==> src/can_fifo_regs.vh <==
`ifndef CAN_FIFO_REGS_VH
`define CAN_FIFO_REGS_VH

// register byte offsets
`define OFS_FIFO_CONTROL 4'h0
`define OFS_FIFO_STATUS 4'h4
`define OFS_USER_ADDRESS 4'h8

// control field positions
`define CTL_PAYLOAD_HI 31
`define CTL_PAYLOAD_LO 29
`define CTL_DEPTH_HI 28
`define CTL_DEPTH_LO 24
`define CTL_FIFO_RESET 10
`define CTL_SEND_REQ 9
`define CTL_PTR_ADVANCE 8
`define CTL_DIRECTION 7
`define CTL_AUTO_RTR 6
`define CTL_RX_TSTAMP 5

// status field positions
`define STA_INDEX_HI 12
`define STA_INDEX_LO 8
`define STA_ABORTED 7
`define STA_LOST_ARB 6
`define STA_BUS_ERR 5
`define STA_ATTEMPTS 4
`define STA_OVERFLOW 3

// reset values
`define RST_FIFO_RESET 1'b1
`define RST_DEPTH 5'h00
`define RST_PAYLOAD 3'h0

// engine event codes
`define EV_RX_STORE 4'h1
`define EV_RX_OVERFLOW 4'h2
`define EV_TX_DONE 4'h3
`define EV_TX_ABORTED 4'h4
`define EV_TX_LOST_ARB 4'h5
`define EV_TX_BUS_ERR 4'h6
`define EV_TX_ATTEMPTS 4'h7
`define EV_REMOTE_REQ 4'h8

// message object layout in bytes
`define OBJ_HEADER_BYTES 8'h08
`define OBJ_TSTAMP_BYTES 8'h04

// event buffer shape
`define EVQ_WIDTH 4
`define EVQ_DEPTH 16
`define EVQ_AW 4

`endif

==> src/can_message_fifo_ctrl_status.v <==
// How it works
// - writing one resets FIFO, self-clears
// - reset bit held in configuration mode
// - send request clears when queue sent
// - clearing pending send request aborts message
// - send request ignored for receive FIFO
// - transmit advance moves head one slot
// - receive advance moves tail one slot
// - direction bit: one transmit, zero receive
// - direction, timestamp writable only in configuration
// - remote request sets send request if enabled
// - timestamp capture follows enable bit, zero in transmit
// - five enables gate interrupt sources
// - message index gives next slot
// - aborted, lost arbitration, bus error status
// - outcome bits change on completion or reset
// - outcome bits clear on request or zero-write
// - attempts exhausted flag, zero in receive
// - overflow flag, zero in transmit
// - empty/full flag per direction
// - half level flag per direction
// - not full/not empty flag per direction
// - status upper bits read zero
// - depth field gives value plus one
// - user address: head transmit, tail receive
`timescale 1ns/1ps
`include "can_fifo_regs.vh"
module can_message_fifo_ctrl_status (
  input wire core_clk,
  input wire nrst,
  input wire configMode,
  input wire [3:0] regAddr,
  input wire regWe,
  input wire regRe,
  input wire [3:0] regBe,
  input wire [31:0] regWdata,
  output reg [31:0] regRdata,
  input wire [31:0] ramBase,
  input wire evValid,
  output wire evReady,
  input wire [3:0] evCode,
  output wire sendPending,
  output reg abortRequest,
  output wire captureTimestamp,
  output wire txMode,
  output wire [4:0] messageIndex,
  output wire [31:0] userAddress,
  output wire intReq
);
  reg fifoReset_reg;
  reg sendReq_reg;
  reg direction_reg;
  reg autoRtr_reg;
  reg rxTstamp_reg;
  reg [4:0] intEn_reg;
  reg [4:0] depth_reg;
  reg [2:0] payload_reg;
  reg [4:0] head_reg;
  reg [4:0] tail_reg;
  reg [5:0] count_reg;
  reg aborted_reg;
  reg lostArb_reg;
  reg busErr_reg;
  reg attempts_reg;
  reg overflow_reg;
  reg [7:0] payloadBytes;
  wire [5:0] capacity;
  wire full;
  wire empty;
  wire resetNow;
  wire qValid;
  wire qReady;
  wire [3:0] qCode;
  wire evFire;
  wire ctlWr;
  wire staWr;
  wire emptyFull;
  wire halfLevel;
  wire notFullNotEmpty;
  wire [4:0] flags;
  wire [31:0] controlWord;
  wire [31:0] statusWord;
  wire [7:0] objBytes;
  wire [12:0] objOffset;
  wire [4:0] headNext;
  wire [4:0] tailNext;
  wire [4:0] slot;
  wire [7:0] tsBytes;
  wire byte1Wr;
  wire hostAdv;
  wire incCount;
  wire decCount;
  wire evRxStore;
  wire evRxOverflow;
  wire evTxDone;
  wire evTxAborted;
  wire evTxLostArb;
  wire evTxBusErr;
  wire evTxAttempts;
  wire evRemoteReq;

  assign capacity = {1'b0, depth_reg} + 6'h01;
  // up to 32 messages, so a sixth count bit keeps full apart from empty
  assign full = (count_reg == capacity);
  assign empty = (count_reg == 6'h00);
  assign headNext = (head_reg == depth_reg) ? 5'h00 : head_reg + 5'h01;
  assign tailNext = (tail_reg == depth_reg) ? 5'h00 : tail_reg + 5'h01;
  // reset carried out once out of configuration
  assign resetNow = fifoReset_reg & ~configMode;
  assign ctlWr = regWe & (regAddr == `OFS_FIFO_CONTROL);
  assign staWr = regWe & (regAddr == `OFS_FIFO_STATUS);
  assign txMode = direction_reg;
  assign sendPending = sendReq_reg;
  assign captureTimestamp = rxTstamp_reg & ~direction_reg;
  // next to send or next save slot
  assign messageIndex = direction_reg ? tail_reg : head_reg;

  // engine events wait here while the FIFO is held in reset
  assign qReady = ~fifoReset_reg;
  assign evFire = qValid & qReady;
  // one strobe per engine event, gated by the direction it belongs to
  assign evRxStore = evFire & (qCode == `EV_RX_STORE) & ~direction_reg;
  assign evRxOverflow = evFire & (qCode == `EV_RX_OVERFLOW) & ~direction_reg;
  assign evTxDone = evFire & (qCode == `EV_TX_DONE) & direction_reg;
  assign evTxAborted = evFire & (qCode == `EV_TX_ABORTED) & direction_reg;
  assign evTxLostArb = evFire & (qCode == `EV_TX_LOST_ARB) & direction_reg;
  assign evTxBusErr = evFire & (qCode == `EV_TX_BUS_ERR) & direction_reg;
  assign evTxAttempts = evFire & (qCode == `EV_TX_ATTEMPTS) & direction_reg;
  assign evRemoteReq = evFire & (qCode == `EV_REMOTE_REQ) & direction_reg;
  assign byte1Wr = ctlWr & regBe[1];
  assign hostAdv = byte1Wr & regWdata[`CTL_PTR_ADVANCE];
  // one adder, so a host move and an engine move in one cycle cancel
  assign incCount = (hostAdv & direction_reg & ~full) | (evRxStore & ~full);
  assign decCount = (hostAdv & ~direction_reg & ~empty) | (evTxDone & ~empty);

  event_fifo #(
    .WIDTH(`EVQ_WIDTH),
    .DEPTH(`EVQ_DEPTH),
    .AW(`EVQ_AW)
  ) u_evq (
    .core_clk(core_clk),
    .nrst(nrst),
    .inValid(evValid),
    .inReady(evReady),
    .inData(evCode),
    .outValid(qValid),
    .outReady(qReady),
    .outData(qCode)
  );

  fifo_level_flags u_flags (
    .txMode(direction_reg),
    .count(count_reg),
    .capacity(capacity),
    .emptyFull(emptyFull),
    .halfLevel(halfLevel),
    .notFullNotEmpty(notFullNotEmpty)
  );

  // attempts flag reads zero in receive
  // overflow flag reads zero in transmit
  assign flags = {attempts_reg & direction_reg, overflow_reg & ~direction_reg,
                  emptyFull, halfLevel, notFullNotEmpty};
  assign intReq = |(flags & intEn_reg);

  always @* begin
    case (payload_reg)
      3'h0: payloadBytes = 8'h08;
      3'h1: payloadBytes = 8'h0C;
      3'h2: payloadBytes = 8'h10;
      3'h3: payloadBytes = 8'h14;
      3'h4: payloadBytes = 8'h18;
      3'h5: payloadBytes = 8'h20;
      3'h6: payloadBytes = 8'h30;
      default: payloadBytes = 8'h40;
    endcase
  end

  // transmit objects carry no timestamp word
  assign tsBytes = captureTimestamp ? `OBJ_TSTAMP_BYTES : 8'h00;
  assign objBytes = `OBJ_HEADER_BYTES + payloadBytes + tsBytes;
  // head for transmit, tail for receive
  assign slot = direction_reg ? head_reg : tail_reg;
  // widened first so the largest offset keeps every bit
  assign objOffset = {8'h00, slot} * {5'h00, objBytes};
  assign userAddress = ramBase + {19'h0_0000, objOffset};

  assign controlWord = {payload_reg, depth_reg, 13'h0000, fifoReset_reg, sendReq_reg, 1'b0,
                        direction_reg, autoRtr_reg, rxTstamp_reg, intEn_reg};
  // outcome bits on the status word
  assign statusWord = {19'h0_0000, messageIndex, aborted_reg, lostArb_reg, busErr_reg, flags};

  // unmapped offsets read as zero
  always @(posedge core_clk or negedge nrst) begin
    if (!nrst) begin
      regRdata <= 32'h0000_0000;
    end else if (regRe) begin
      if (regAddr == `OFS_FIFO_CONTROL) begin
        regRdata <= controlWord;
      end else if (regAddr == `OFS_FIFO_STATUS) begin
        regRdata <= statusWord;
      end else if (regAddr == `OFS_USER_ADDRESS) begin
        regRdata <= userAddress;
      end else begin
        regRdata <= 32'h0000_0000;
      end
    end
  end

  always @(posedge core_clk or negedge nrst) begin
    if (!nrst) begin
      fifoReset_reg <= `RST_FIFO_RESET;
      sendReq_reg <= 1'b0;
      abortRequest <= 1'b0;
      direction_reg <= 1'b0;
      autoRtr_reg <= 1'b0;
      rxTstamp_reg <= 1'b0;
      intEn_reg <= 5'h00;
      depth_reg <= `RST_DEPTH;
      payload_reg <= `RST_PAYLOAD;
      head_reg <= 5'h00;
      tail_reg <= 5'h00;
      count_reg <= 6'h00;
      aborted_reg <= 1'b0;
      lostArb_reg <= 1'b0;
      busErr_reg <= 1'b0;
      attempts_reg <= 1'b0;
      overflow_reg <= 1'b0;
    end else begin
      // abort request lasts a single cycle
      abortRequest <= 1'b0;
      if (ctlWr && regBe[0]) begin
        intEn_reg <= regWdata[4:0];
        autoRtr_reg <= regWdata[`CTL_AUTO_RTR];
        if (configMode) begin
          direction_reg <= regWdata[`CTL_DIRECTION];
          rxTstamp_reg <= regWdata[`CTL_RX_TSTAMP];
        end
      end
      if (ctlWr && regBe[3] && configMode) begin
        depth_reg <= regWdata[`CTL_DEPTH_HI:`CTL_DEPTH_LO];
        payload_reg <= regWdata[`CTL_PAYLOAD_HI:`CTL_PAYLOAD_LO];
      end
      if (configMode || resetNow) begin
        // reset updates outcome bits and request
        fifoReset_reg <= configMode;
        head_reg <= 5'h00;
        tail_reg <= 5'h00;
        count_reg <= 6'h00;
        sendReq_reg <= 1'b0;
        aborted_reg <= 1'b0;
        lostArb_reg <= 1'b0;
        busErr_reg <= 1'b0;
        attempts_reg <= 1'b0;
        overflow_reg <= 1'b0;
      end else begin
        // writing one requests reset, zero ignored
        if (ctlWr && regBe[1] && regWdata[`CTL_FIFO_RESET]) begin
          fifoReset_reg <= 1'b1;
        end
        // zero-write clears outcome and sticky flags
        if (staWr && regBe[0]) begin
          if (!regWdata[`STA_ABORTED]) aborted_reg <= 1'b0;
          if (!regWdata[`STA_LOST_ARB]) lostArb_reg <= 1'b0;
          if (!regWdata[`STA_BUS_ERR]) busErr_reg <= 1'b0;
          if (!regWdata[`STA_ATTEMPTS]) attempts_reg <= 1'b0;
          if (!regWdata[`STA_OVERFLOW]) overflow_reg <= 1'b0;
        end
        // send request has no effect in receive
        if (ctlWr && regBe[1] && direction_reg) begin
          if (regWdata[`CTL_SEND_REQ]) begin
            sendReq_reg <= 1'b1;
            aborted_reg <= 1'b0;
            lostArb_reg <= 1'b0;
            busErr_reg <= 1'b0;
          end else if (sendReq_reg) begin
            // clearing pending request asks for abort
            abortRequest <= 1'b1;
          end
        end
        // head and tail advance; engine side and host side never move the same pointer
        if (hostAdv) begin
          if (direction_reg && !full) begin
            head_reg <= headNext;
          end else if (!direction_reg && !empty) begin
            tail_reg <= tailNext;
          end
        end
        // events are applied after host clears so a same-cycle set wins
        if (evRxStore && full) begin
          overflow_reg <= 1'b1;
        end else if (evRxStore) begin
          head_reg <= headNext;
        end
        if (evRxOverflow) begin
          overflow_reg <= 1'b1;
        end
        if (evTxDone && !empty) begin
          tail_reg <= tailNext;
          // clears once last queued message sent
          if (count_reg == 6'h01) begin
            sendReq_reg <= 1'b0;
          end
        end
        if (evTxAborted) begin
          aborted_reg <= 1'b1;
          sendReq_reg <= 1'b0;
        end
        if (evTxLostArb) begin
          lostArb_reg <= 1'b1;
        end
        if (evTxBusErr) begin
          busErr_reg <= 1'b1;
        end
        if (evTxAttempts) begin
          attempts_reg <= 1'b1;
          sendReq_reg <= 1'b0;
        end
        if (evRemoteReq && autoRtr_reg) begin
          sendReq_reg <= 1'b1;
          // a set request clears outcome bits
          aborted_reg <= 1'b0;
          lostArb_reg <= 1'b0;
          busErr_reg <= 1'b0;
        end
        // net change of both pointer movers
        count_reg <= count_reg + {5'h00, incCount} - {5'h00, decCount};
      end
    end
  end
endmodule

==> src/event_fifo.v <==
`timescale 1ns/1ps
module event_fifo #(
  parameter WIDTH = 4,
  parameter DEPTH = 16,
  parameter AW = 4
) (
  input wire core_clk,
  input wire nrst,
  input wire inValid,
  output wire inReady,
  input wire [WIDTH-1:0] inData,
  output wire outValid,
  input wire outReady,
  output wire [WIDTH-1:0] outData
);
  reg [WIDTH-1:0] mem [0:DEPTH-1];
  reg [AW-1:0] wrPtr_reg;
  reg [AW-1:0] rdPtr_reg;
  reg [AW:0] fill_reg;
  wire push;
  wire pop;
  integer i;

  assign inReady = (fill_reg != DEPTH[AW:0]);
  assign outValid = (fill_reg != {(AW+1){1'b0}});
  assign outData = mem[rdPtr_reg];
  assign push = inValid & inReady;
  assign pop = outValid & outReady;

  always @(posedge core_clk or negedge nrst) begin
    if (!nrst) begin
      wrPtr_reg <= {AW{1'b0}};
      rdPtr_reg <= {AW{1'b0}};
      fill_reg <= {(AW+1){1'b0}};
      for (i = 0; i < DEPTH; i = i + 1) begin
        mem[i] <= {WIDTH{1'b0}};
      end
    end else begin
      if (push) begin
        mem[wrPtr_reg] <= inData;
        wrPtr_reg <= (wrPtr_reg == DEPTH[AW-1:0] - 1'b1) ? {AW{1'b0}} : wrPtr_reg + 1'b1;
      end
      if (pop) begin
        rdPtr_reg <= (rdPtr_reg == DEPTH[AW-1:0] - 1'b1) ? {AW{1'b0}} : rdPtr_reg + 1'b1;
      end
      if (push && !pop) begin
        fill_reg <= fill_reg + 1'b1;
      end else if (pop && !push) begin
        fill_reg <= fill_reg - 1'b1;
      end
    end
  end
endmodule

==> src/fifo_level_flags.v <==
`timescale 1ns/1ps
module fifo_level_flags (
  input wire txMode,
  input wire [5:0] count,
  input wire [5:0] capacity,
  output wire emptyFull,
  output wire halfLevel,
  output wire notFullNotEmpty
);
  wire [6:0] twice;
  assign twice = {count, 1'b0};
  assign emptyFull = txMode ? (count == 6'h00) : (count == capacity);
  assign halfLevel = txMode ? (twice <= {1'b0, capacity}) : (twice >= {1'b0, capacity});
  assign notFullNotEmpty = txMode ? (count != capacity) : (count != 6'h00);
endmodule

==> config.mk <==
export PLATFORM = sky130hd
export DESIGN_NAME = can_message_fifo_ctrl_status
export DESIGN_NICKNAME = d
export VERILOG_FILES = /design/src/can_message_fifo_ctrl_status.v /design/src/event_fifo.v /design/src/fifo_level_flags.v
export VERILOG_INCLUDE_DIRS = /design/src
export SDC_FILE = /design/constraint.sdc
export NUM_CORES = 1
export LEC_CHECK = 0
export ABC_CLOCK_PERIOD_IN_PS = 6900
export BUFFER_PORTS_ARGS = -buffer_cell sky130_fd_sc_hd__clkbuf_2
export CORE_ASPECT_RATIO = 1.25
export CORE_UTILIZATION = 31
export CTS_CLUSTER_DIAMETER = 50
export CTS_CLUSTER_SIZE = 25
export DETAILED_ROUTE_END_ITERATION = 6
export PLACE_DENSITY = 0.58
export SLEW_MARGIN = 20
export SYNTH_ARGS = -nofsm -noshare
export SYNTH_HDL_FRONTEND = slang
export SYNTH_SLANG_ARGS = --single-unit
==> constraint.sdc <==
create_clock -name core_clk -period 6.9 [get_ports core_clk]
set_clock_uncertainty 0.05 [all_clocks]
set_input_delay 0 -clock core_clk [delete_from_list [all_inputs] [get_ports core_clk]]
set_output_delay 0 -clock core_clk [all_outputs]
set_load 0.02 [all_outputs]
# Word level (Yosys, flattened, before mapping)
# Cells that the tools add are included.
dict set report op_classes {
  n_mux 77
  addsub 12
  reduce_logical 37
  bitwise 42
  multipliers 1
  magnitude_cmp 5
  n_eq_ne 27
}
# cell n
set ops {}
lappend ops {{$mux 32} 3}
lappend ops {{$mux 5} 16}
lappend ops {{$bwmux 64} 1}
lappend ops {{$pmux 7 s7} 1}
lappend ops {{$mux 1} 47}
lappend ops {{$add 32x13->32} 1}
lappend ops {{$and 1x1->1} 32}
lappend ops {{$eq 4x3->1 const B} 5}
lappend ops {{$mux 4} 5}
lappend ops {{$bmux 4 s4} 1}
lappend ops {{$demux 4 s4} 1}
lappend ops {{$eq 4x4->1 const B} 4}
lappend ops {{$add 5x1->5 const B} 3}
lappend ops {{$logic_and 1x1->1} 15}
lappend ops {{$mul 5x8->13} 1}
lappend ops {{$eq 5x5->1} 2}
lappend ops {{$ge 5x5->1 const B} 2}
lappend ops {{$not 4->5} 2}
lappend ops {{$eq 3x3->1 const B} 3}
lappend ops {{$reduce_bool 3->1} 3}
lappend ops {{$add 4x1->4 const B} 2}
lappend ops {{$add 4x8->8 const A} 1}
lappend ops {{$add 8x3->8} 1}
lappend ops {{$eq 4x2->1 const B} 2}
lappend ops {{other kinds (34)} 47}
dict set report word_totals {
  regBits 149
  output_inout_bits 75
  wordCells 238
  inputBits 82
}

# Longest topological paths before layout
dict set report logic_depth {
  depth_word 13
  ltp_mapped 24
  ltp_nobuf 21
}

# Hierarchy
# From an unflattened synthesis, not the netlist that was laid out.
dict set report unflattened {
  cells_unflattened 979
  area_unflattened_um2 10098.4
}
# module instances area_per_inst_um2 cells_per_inst
set by_module_without_submodules {}
lappend by_module_without_submodules {can_message_fifo_ctrl_status 1 5829.3 649}
lappend by_module_without_submodules {event_fifo 1 4020.1 295}
lappend by_module_without_submodules {fifo_level_flags 1 249.0 35}

# Worst setup path before layout
# OpenSTA, ideal clock, no wires.
dict set report synth_timing {
  path_type {reg-to-reg}
  start {register direction_reg (netlist: txMode)}
  end {register regRdata[22]}
  arrival_time_ns 5.904
  n_path_buf 4
  path_slack_ns 0.878
  required_ns 6.782
  stages_incl_launch_ff 23
  path_cell_list {dfrtp_1 -> clkbuf_1 -> clkbuf_1 -> clkbuf_1 -> nor2b_1 -> ha_1 -> inv_1 -> ha_1 -> xor2_1 -> nand2_1 -> fa_1 -> fa_1 -> fa_1 -> inv_1 -> ha_1 -> nor2b_1 -> o2111ai_1 -> nand3_1 -> a41oi_1 -> clkbuf_1 -> nor3_1 -> xnor2_1 -> a22o_1}
}
dict set report synth_between {
  elab_chain_len 9
}
# item line_no
set synth_lines {}
lappend synth_lines {{from (decl)} can_message_fifo_ctrl_status.v:52} ;# reg direction_reg;
lappend synth_lines {{from (signal assigned)} can_message_fifo_ctrl_status.v:236} ;# direction_reg <= regWdata[`CTL_DIRECTION];
lappend synth_lines {{$not 1->1} can_message_fifo_ctrl_status.v:114} ;# assign captureTimestamp = rxTstamp_reg & ~direction_reg;
lappend synth_lines {{$and 1x1->1} can_message_fifo_ctrl_status.v:114}
lappend synth_lines {{named net captureTimestamp} can_message_fifo_ctrl_status.v:44} ;# output wire captureTimestamp,
lappend synth_lines {{$mux 3} can_message_fifo_ctrl_status.v:180} ;# assign tsBytes = captureTimestamp ? `OBJ_TSTAMP_BYTES : 8'h00;
lappend synth_lines {{$add 8x3->8 (no source line)} --}
lappend synth_lines {{$mul 5x8->13} can_message_fifo_ctrl_status.v:185} ;# assign objOffset = {8'h00, slot} * {5'h00, objBytes};
lappend synth_lines {{$add 32x13->32} can_message_fifo_ctrl_status.v:186} ;# assign userAddress = ramBase + {19'h0_0000, objOffset};
lappend synth_lines {{named net userAddress[22]} can_message_fifo_ctrl_status.v:47} ;# output wire [31:0] userAddress,
lappend synth_lines {{$mux 32} can_message_fifo_ctrl_status.v:202} ;# end else if (regAddr == `OFS_USER_ADDRESS) begin
lappend synth_lines {{$mux 32} can_message_fifo_ctrl_status.v:200} ;# end else if (regAddr == `OFS_FIFO_STATUS) begin
lappend synth_lines {{$mux 32} can_message_fifo_ctrl_status.v:198} ;# if (regAddr == `OFS_FIFO_CONTROL) begin
lappend synth_lines {{to (signal assigned)} can_message_fifo_ctrl_status.v:199} ;# regRdata <= controlWord;
lappend synth_lines {{to (signal assigned)} can_message_fifo_ctrl_status.v:201} ;# regRdata <= statusWord;
lappend synth_lines {{to (signal assigned)} can_message_fifo_ctrl_status.v:203} ;# regRdata <= userAddress;
lappend synth_lines {{to (decl)} can_message_fifo_ctrl_status.v:37} ;# output reg [31:0] regRdata,
# The timed path passes the listed nets, and every way through them passes these cells.
# A chain may end at the register's enable or synchronous reset.

# Worst setup path in the final report
dict set report layout_timing {
  start {register rxTstamp_reg}
  end {output port userAddress[29]}
}
dict set report layout_between {
  elab_chain_len 5
}
# item line_no
set layout_lines {}
lappend layout_lines {{from (decl)} can_message_fifo_ctrl_status.v:54} ;# reg rxTstamp_reg;
lappend layout_lines {{from (signal assigned)} can_message_fifo_ctrl_status.v:237} ;# rxTstamp_reg <= regWdata[`CTL_RX_TSTAMP];
lappend layout_lines {{$and 1x1->1} can_message_fifo_ctrl_status.v:114}
lappend layout_lines {{$mux 3} can_message_fifo_ctrl_status.v:180}
lappend layout_lines {{$add 8x3->8 (no source line)} --}
lappend layout_lines {{$mul 5x8->13} can_message_fifo_ctrl_status.v:185}
lappend layout_lines {{$add 32x13->32} can_message_fifo_ctrl_status.v:186}
lappend layout_lines {{to (decl)} can_message_fifo_ctrl_status.v:47}
# No other way between the ends.

==> results by group <==
GRT
  – GRT Residual Overflow: 0
  – GRT Total Usage: 0.173
  – Largest net degree at the start of global routing: 80
  – Global-route wire length before repair: 42,600 um
  – Vias in the first global route: 7,845
  – Initial antenna violation count: 1

Worst hold path
  – Hold path start: regAddr[1]
  – Min-Delay Path Class: in -> reg
  – Hold EP: regRdata[10]
  – Worst hold path cell count: 4

Final layout
  – Most frequent cells in the layout: dfrtp_1 (148), clkbuf_2 (141), mux2_2 (94)
  – Number of flip-flops in the largest register: 64
  – Area grow syn2layout: 21.1%
  – Leading cell type in the layout, fill and taps excluded: dfrtp_1
  – FILL cells: 3,122
  – Post-Route Utilization: 0.381
  – Share of cells above drive strength 1: 0.271
  – Final net count: 1,245

Timing
  – Setup violators final: 0
  – Worst slew margin: 0.340
  – Period utilization: 0.847
  – Tightest Pin Transition: 991 ps
  – Setup TNS: 0 ps
  – Minimum clock period: 5840 ps
  – Unrepaired setup endpoints after global routing: false
  – Final hold viol count: 0
  – Final Max Tran Viols: 0
  – Max Clock Freq: 171 MHz

Logic synthesis
  – Sequential-to-total area share from yosys stat: 0.384
  – Mapped Area: 0.00971 sq mm
  – Largest cells by area after synthesis: dfrtp_1 (38%), mux2_2 (11%), ha_1 (6.2%)
  – Netlist cell types: 71
  – Post-synthesis area per instance: 10.4 sq um
  – Post-synth top area share: 0.381
  – Post-synthesis cell count: 930
  – Synth warnings: 0
  – Seq cells post-synth: 149
  – Most used DFF post-synth: dfrtp_1
  – Yosys top cell by area: dfrtp_1
  – Async SR Flop Fraction: 1.00
  – EDFF count, synth: 0

Detailed routing
  – DR DRC count: 0
  – Iteration-0 DRC Markers: 460
  – Vias: 7,706
  – Wirelength, routed: 26,600 um
  – DR vias/cell: 5.09
  – Pre-antenna DRT Iters: 6
  – Routed len/inst: 17.6 um
  – Antenna-violating nets left: 0

Worst setup path
  – CP bufs+invs: 4
  – Setup crit start kind: flop
  – Arrival time of the worst setup path: 5790 ps
  – Crit-path max cell delay: 550 ps
  – CP delay by family, top: adder cells
  – RR Endpoint: regRdata[25]
  – Cell Chain, Critical Path: nor2b_1 > ha_1 > inv_1 > ha_1 > xor2_1 > and2_1 > fa_1 > fa_1 > inv_1 > fa_1 > inv_1 > ha_1 > o21ai_0 > o21ai_0 > a21bo_2 > a21oi_1 > a2bb2oi_1 > xnor2_1 > clkbuf_2
  – Worst Setup End Kind: output port
  – R2r worst-path depth: 19
  – WP data required: 6850 ps
  – FF-to-FF setup slack: 1360 ps
  – Crit-path slowest cell: fa_1
  – Crit-path max FO: 6
  – Critical path type: reg -> out
  – Worst r2r src: rxTstamp_reg

Power and ir drop
  – Pleak: 0.00547 uW
  – P per Cell Area: 297 mW/mm^2
  – Worst vdd ir: 0.000166 V

Clock tree
  – Worst-skew pair later-pin latency: 440 ps
  – TritonCTS clock tree: built
  – CTS root buf: clkbuf_16
  – CTS Hold Buffers Added: 34
  – TritonCTS buffer count: 17
  – Clock buffer depth: 2
  – Clock transition at path regs: 70 ps
  – # Post-CTS Setup Buffers: 0
  – TritonCTS Sinks: 149
  – Post-CTS Resized: 0
  – Max H-tree Level: 4

Place
  – Count of buffers from port buffering: 142
  – RD Place Congestion: 0.878
  – Post-DP HPWL: 20,200 um

Floorplan
  – Rows: 72
  – IO Pins: 157
  – Core area: 0.0309 sq mm
  – Die area: 0.0320 sq mm
  – Starting density of the core: 0.314
  – Die W: 160 um
  – Die Span Y: 200 um

Run
  – Max-cap violations: 0

Outcome
  – Status: complete, no violations
## through the flow
stage | hold WS (ps) | setup slack (ps) | area [sq um] | instances | total power [uW]
2_1_floorplan | -346 | 878 | 9720 | 933 | 2210
3_3_place_gp | 28.2 | 1270 | 10800 | 1445 | 2500
3_5_place_dp | 25.4 | 1190 | 10800 | 1445 | 2540
4_1_cts | 2.91 | 784 | 11700 | 1511 | 3520
5_1_grt | 14.1 | 589 | 11800 | 1512 | 3720
6_report | 3.19 | 1060 | 11800 | 1513 | 3490
## cell usage after synthesis (all sizes together), types with 4 or more instances
| cell | number |
|---|---|
| xnor2 | 34 |
| a22oi | 5 |
| nand4 | 7 |
| a21o | 8 |
| xor2 | 14 |
| nand2b | 4 |
| dfrtp | 148 |
| nand2 | 63 |
| a22o | 18 |
| inv | 66 |
| a21oi | 28 |
| or3 | 8 |
| a31oi | 6 |
| mux4 | 13 |
| buf | 10 |
| a31o | 4 |
| nor4 | 4 |
| o211ai | 8 |
| a211oi | 7 |
| nand3 | 42 |
| nor2b | 17 |
| nor3 | 15 |
| nor3b | 4 |
| o21a | 4 |
| ha | 48 |
| and2 | 18 |
| a221o | 5 |
| mux2 | 94 |
| or2 | 4 |
| a32o | 7 |
| and3 | 11 |
| mux2i | 11 |
| fa | 23 |
| nor2 | 53 |
| a221oi | 8 |
| o21ai | 40 |
| clkbuf | 34 |
## per-layer routing
metal	track usage	vias up	part of all wire
met5	0	-	0
met4	0.0607	0	0.022
met3	0.0366	34	0.046
met2	0.310	194	0.51
met1	0.204	3826	0.42
li1	-	3652	-
## worst max-delay path by stage
stage | startpoint | slack, ps | depth (start not counted) | end
floorplan | txMode | 880 | 22 | regRdata[22]
global placement | rxTstamp_reg | 1270 | 18 | regRdata[24]
detailed placement | rxTstamp_reg | 1190 | 18 | regRdata[28]
CTS | rxTstamp_reg | 780 | 18 | userAddress[22]
global route | rxTstamp_reg | 590 | 18 | userAddress[27]
finish | rxTstamp_reg | 1060 | 19 | userAddress[29]
## tightest hold or removal path, stage by stage
cell and delay (ps):
clkbuf_2 120, nor3_2 110, a21oi_1 130, o41ai_1 80
## report_power, final
part / internal, uW / switching, uW
Clock: 544 / 415
Combinational: 602 / 606
Sequential: 1110 / 210
## cell families (layout without fill, tap and decap cells)
group | after synthesis | in the layout | share of synthesized area
simple gates | 259 | 259 | 0.133
compound gates | 170 | 170 | 0.125
xor+xnor | 50 | 50 | 0.0481
flops | 149 | 149 | 0.384
fa+ha+maj | 71 | 71 | 0.109
other cells | 2 | 6 | 0.000773
buf+inv | 111 | 283 | 0.0474
mux | 118 | 118 | 0.152
## layout make-up
| type | count | area [sq um] | area share |
|---|---|---|---|
| Multi-Input combinational cell | 673 | 5550 | 0.471 |
| Sequential cell | 149 | 3730 | 0.317 |
| Timing Repair Buffer | 184 | 1130 | 0.0961 |
| Tap cell | 407 | 509 | 0.0433 |
| Clock buffer | 18 | 429 | 0.0365 |
| Inverter | 67 | 251 | 0.0214 |
| Clock inverter | 14 | 164 | 0.0139 |
| Antenna cell | 1 | 2.50 | 0.000213 |
No activity file was read; power rests on OpenSTA's default activity.
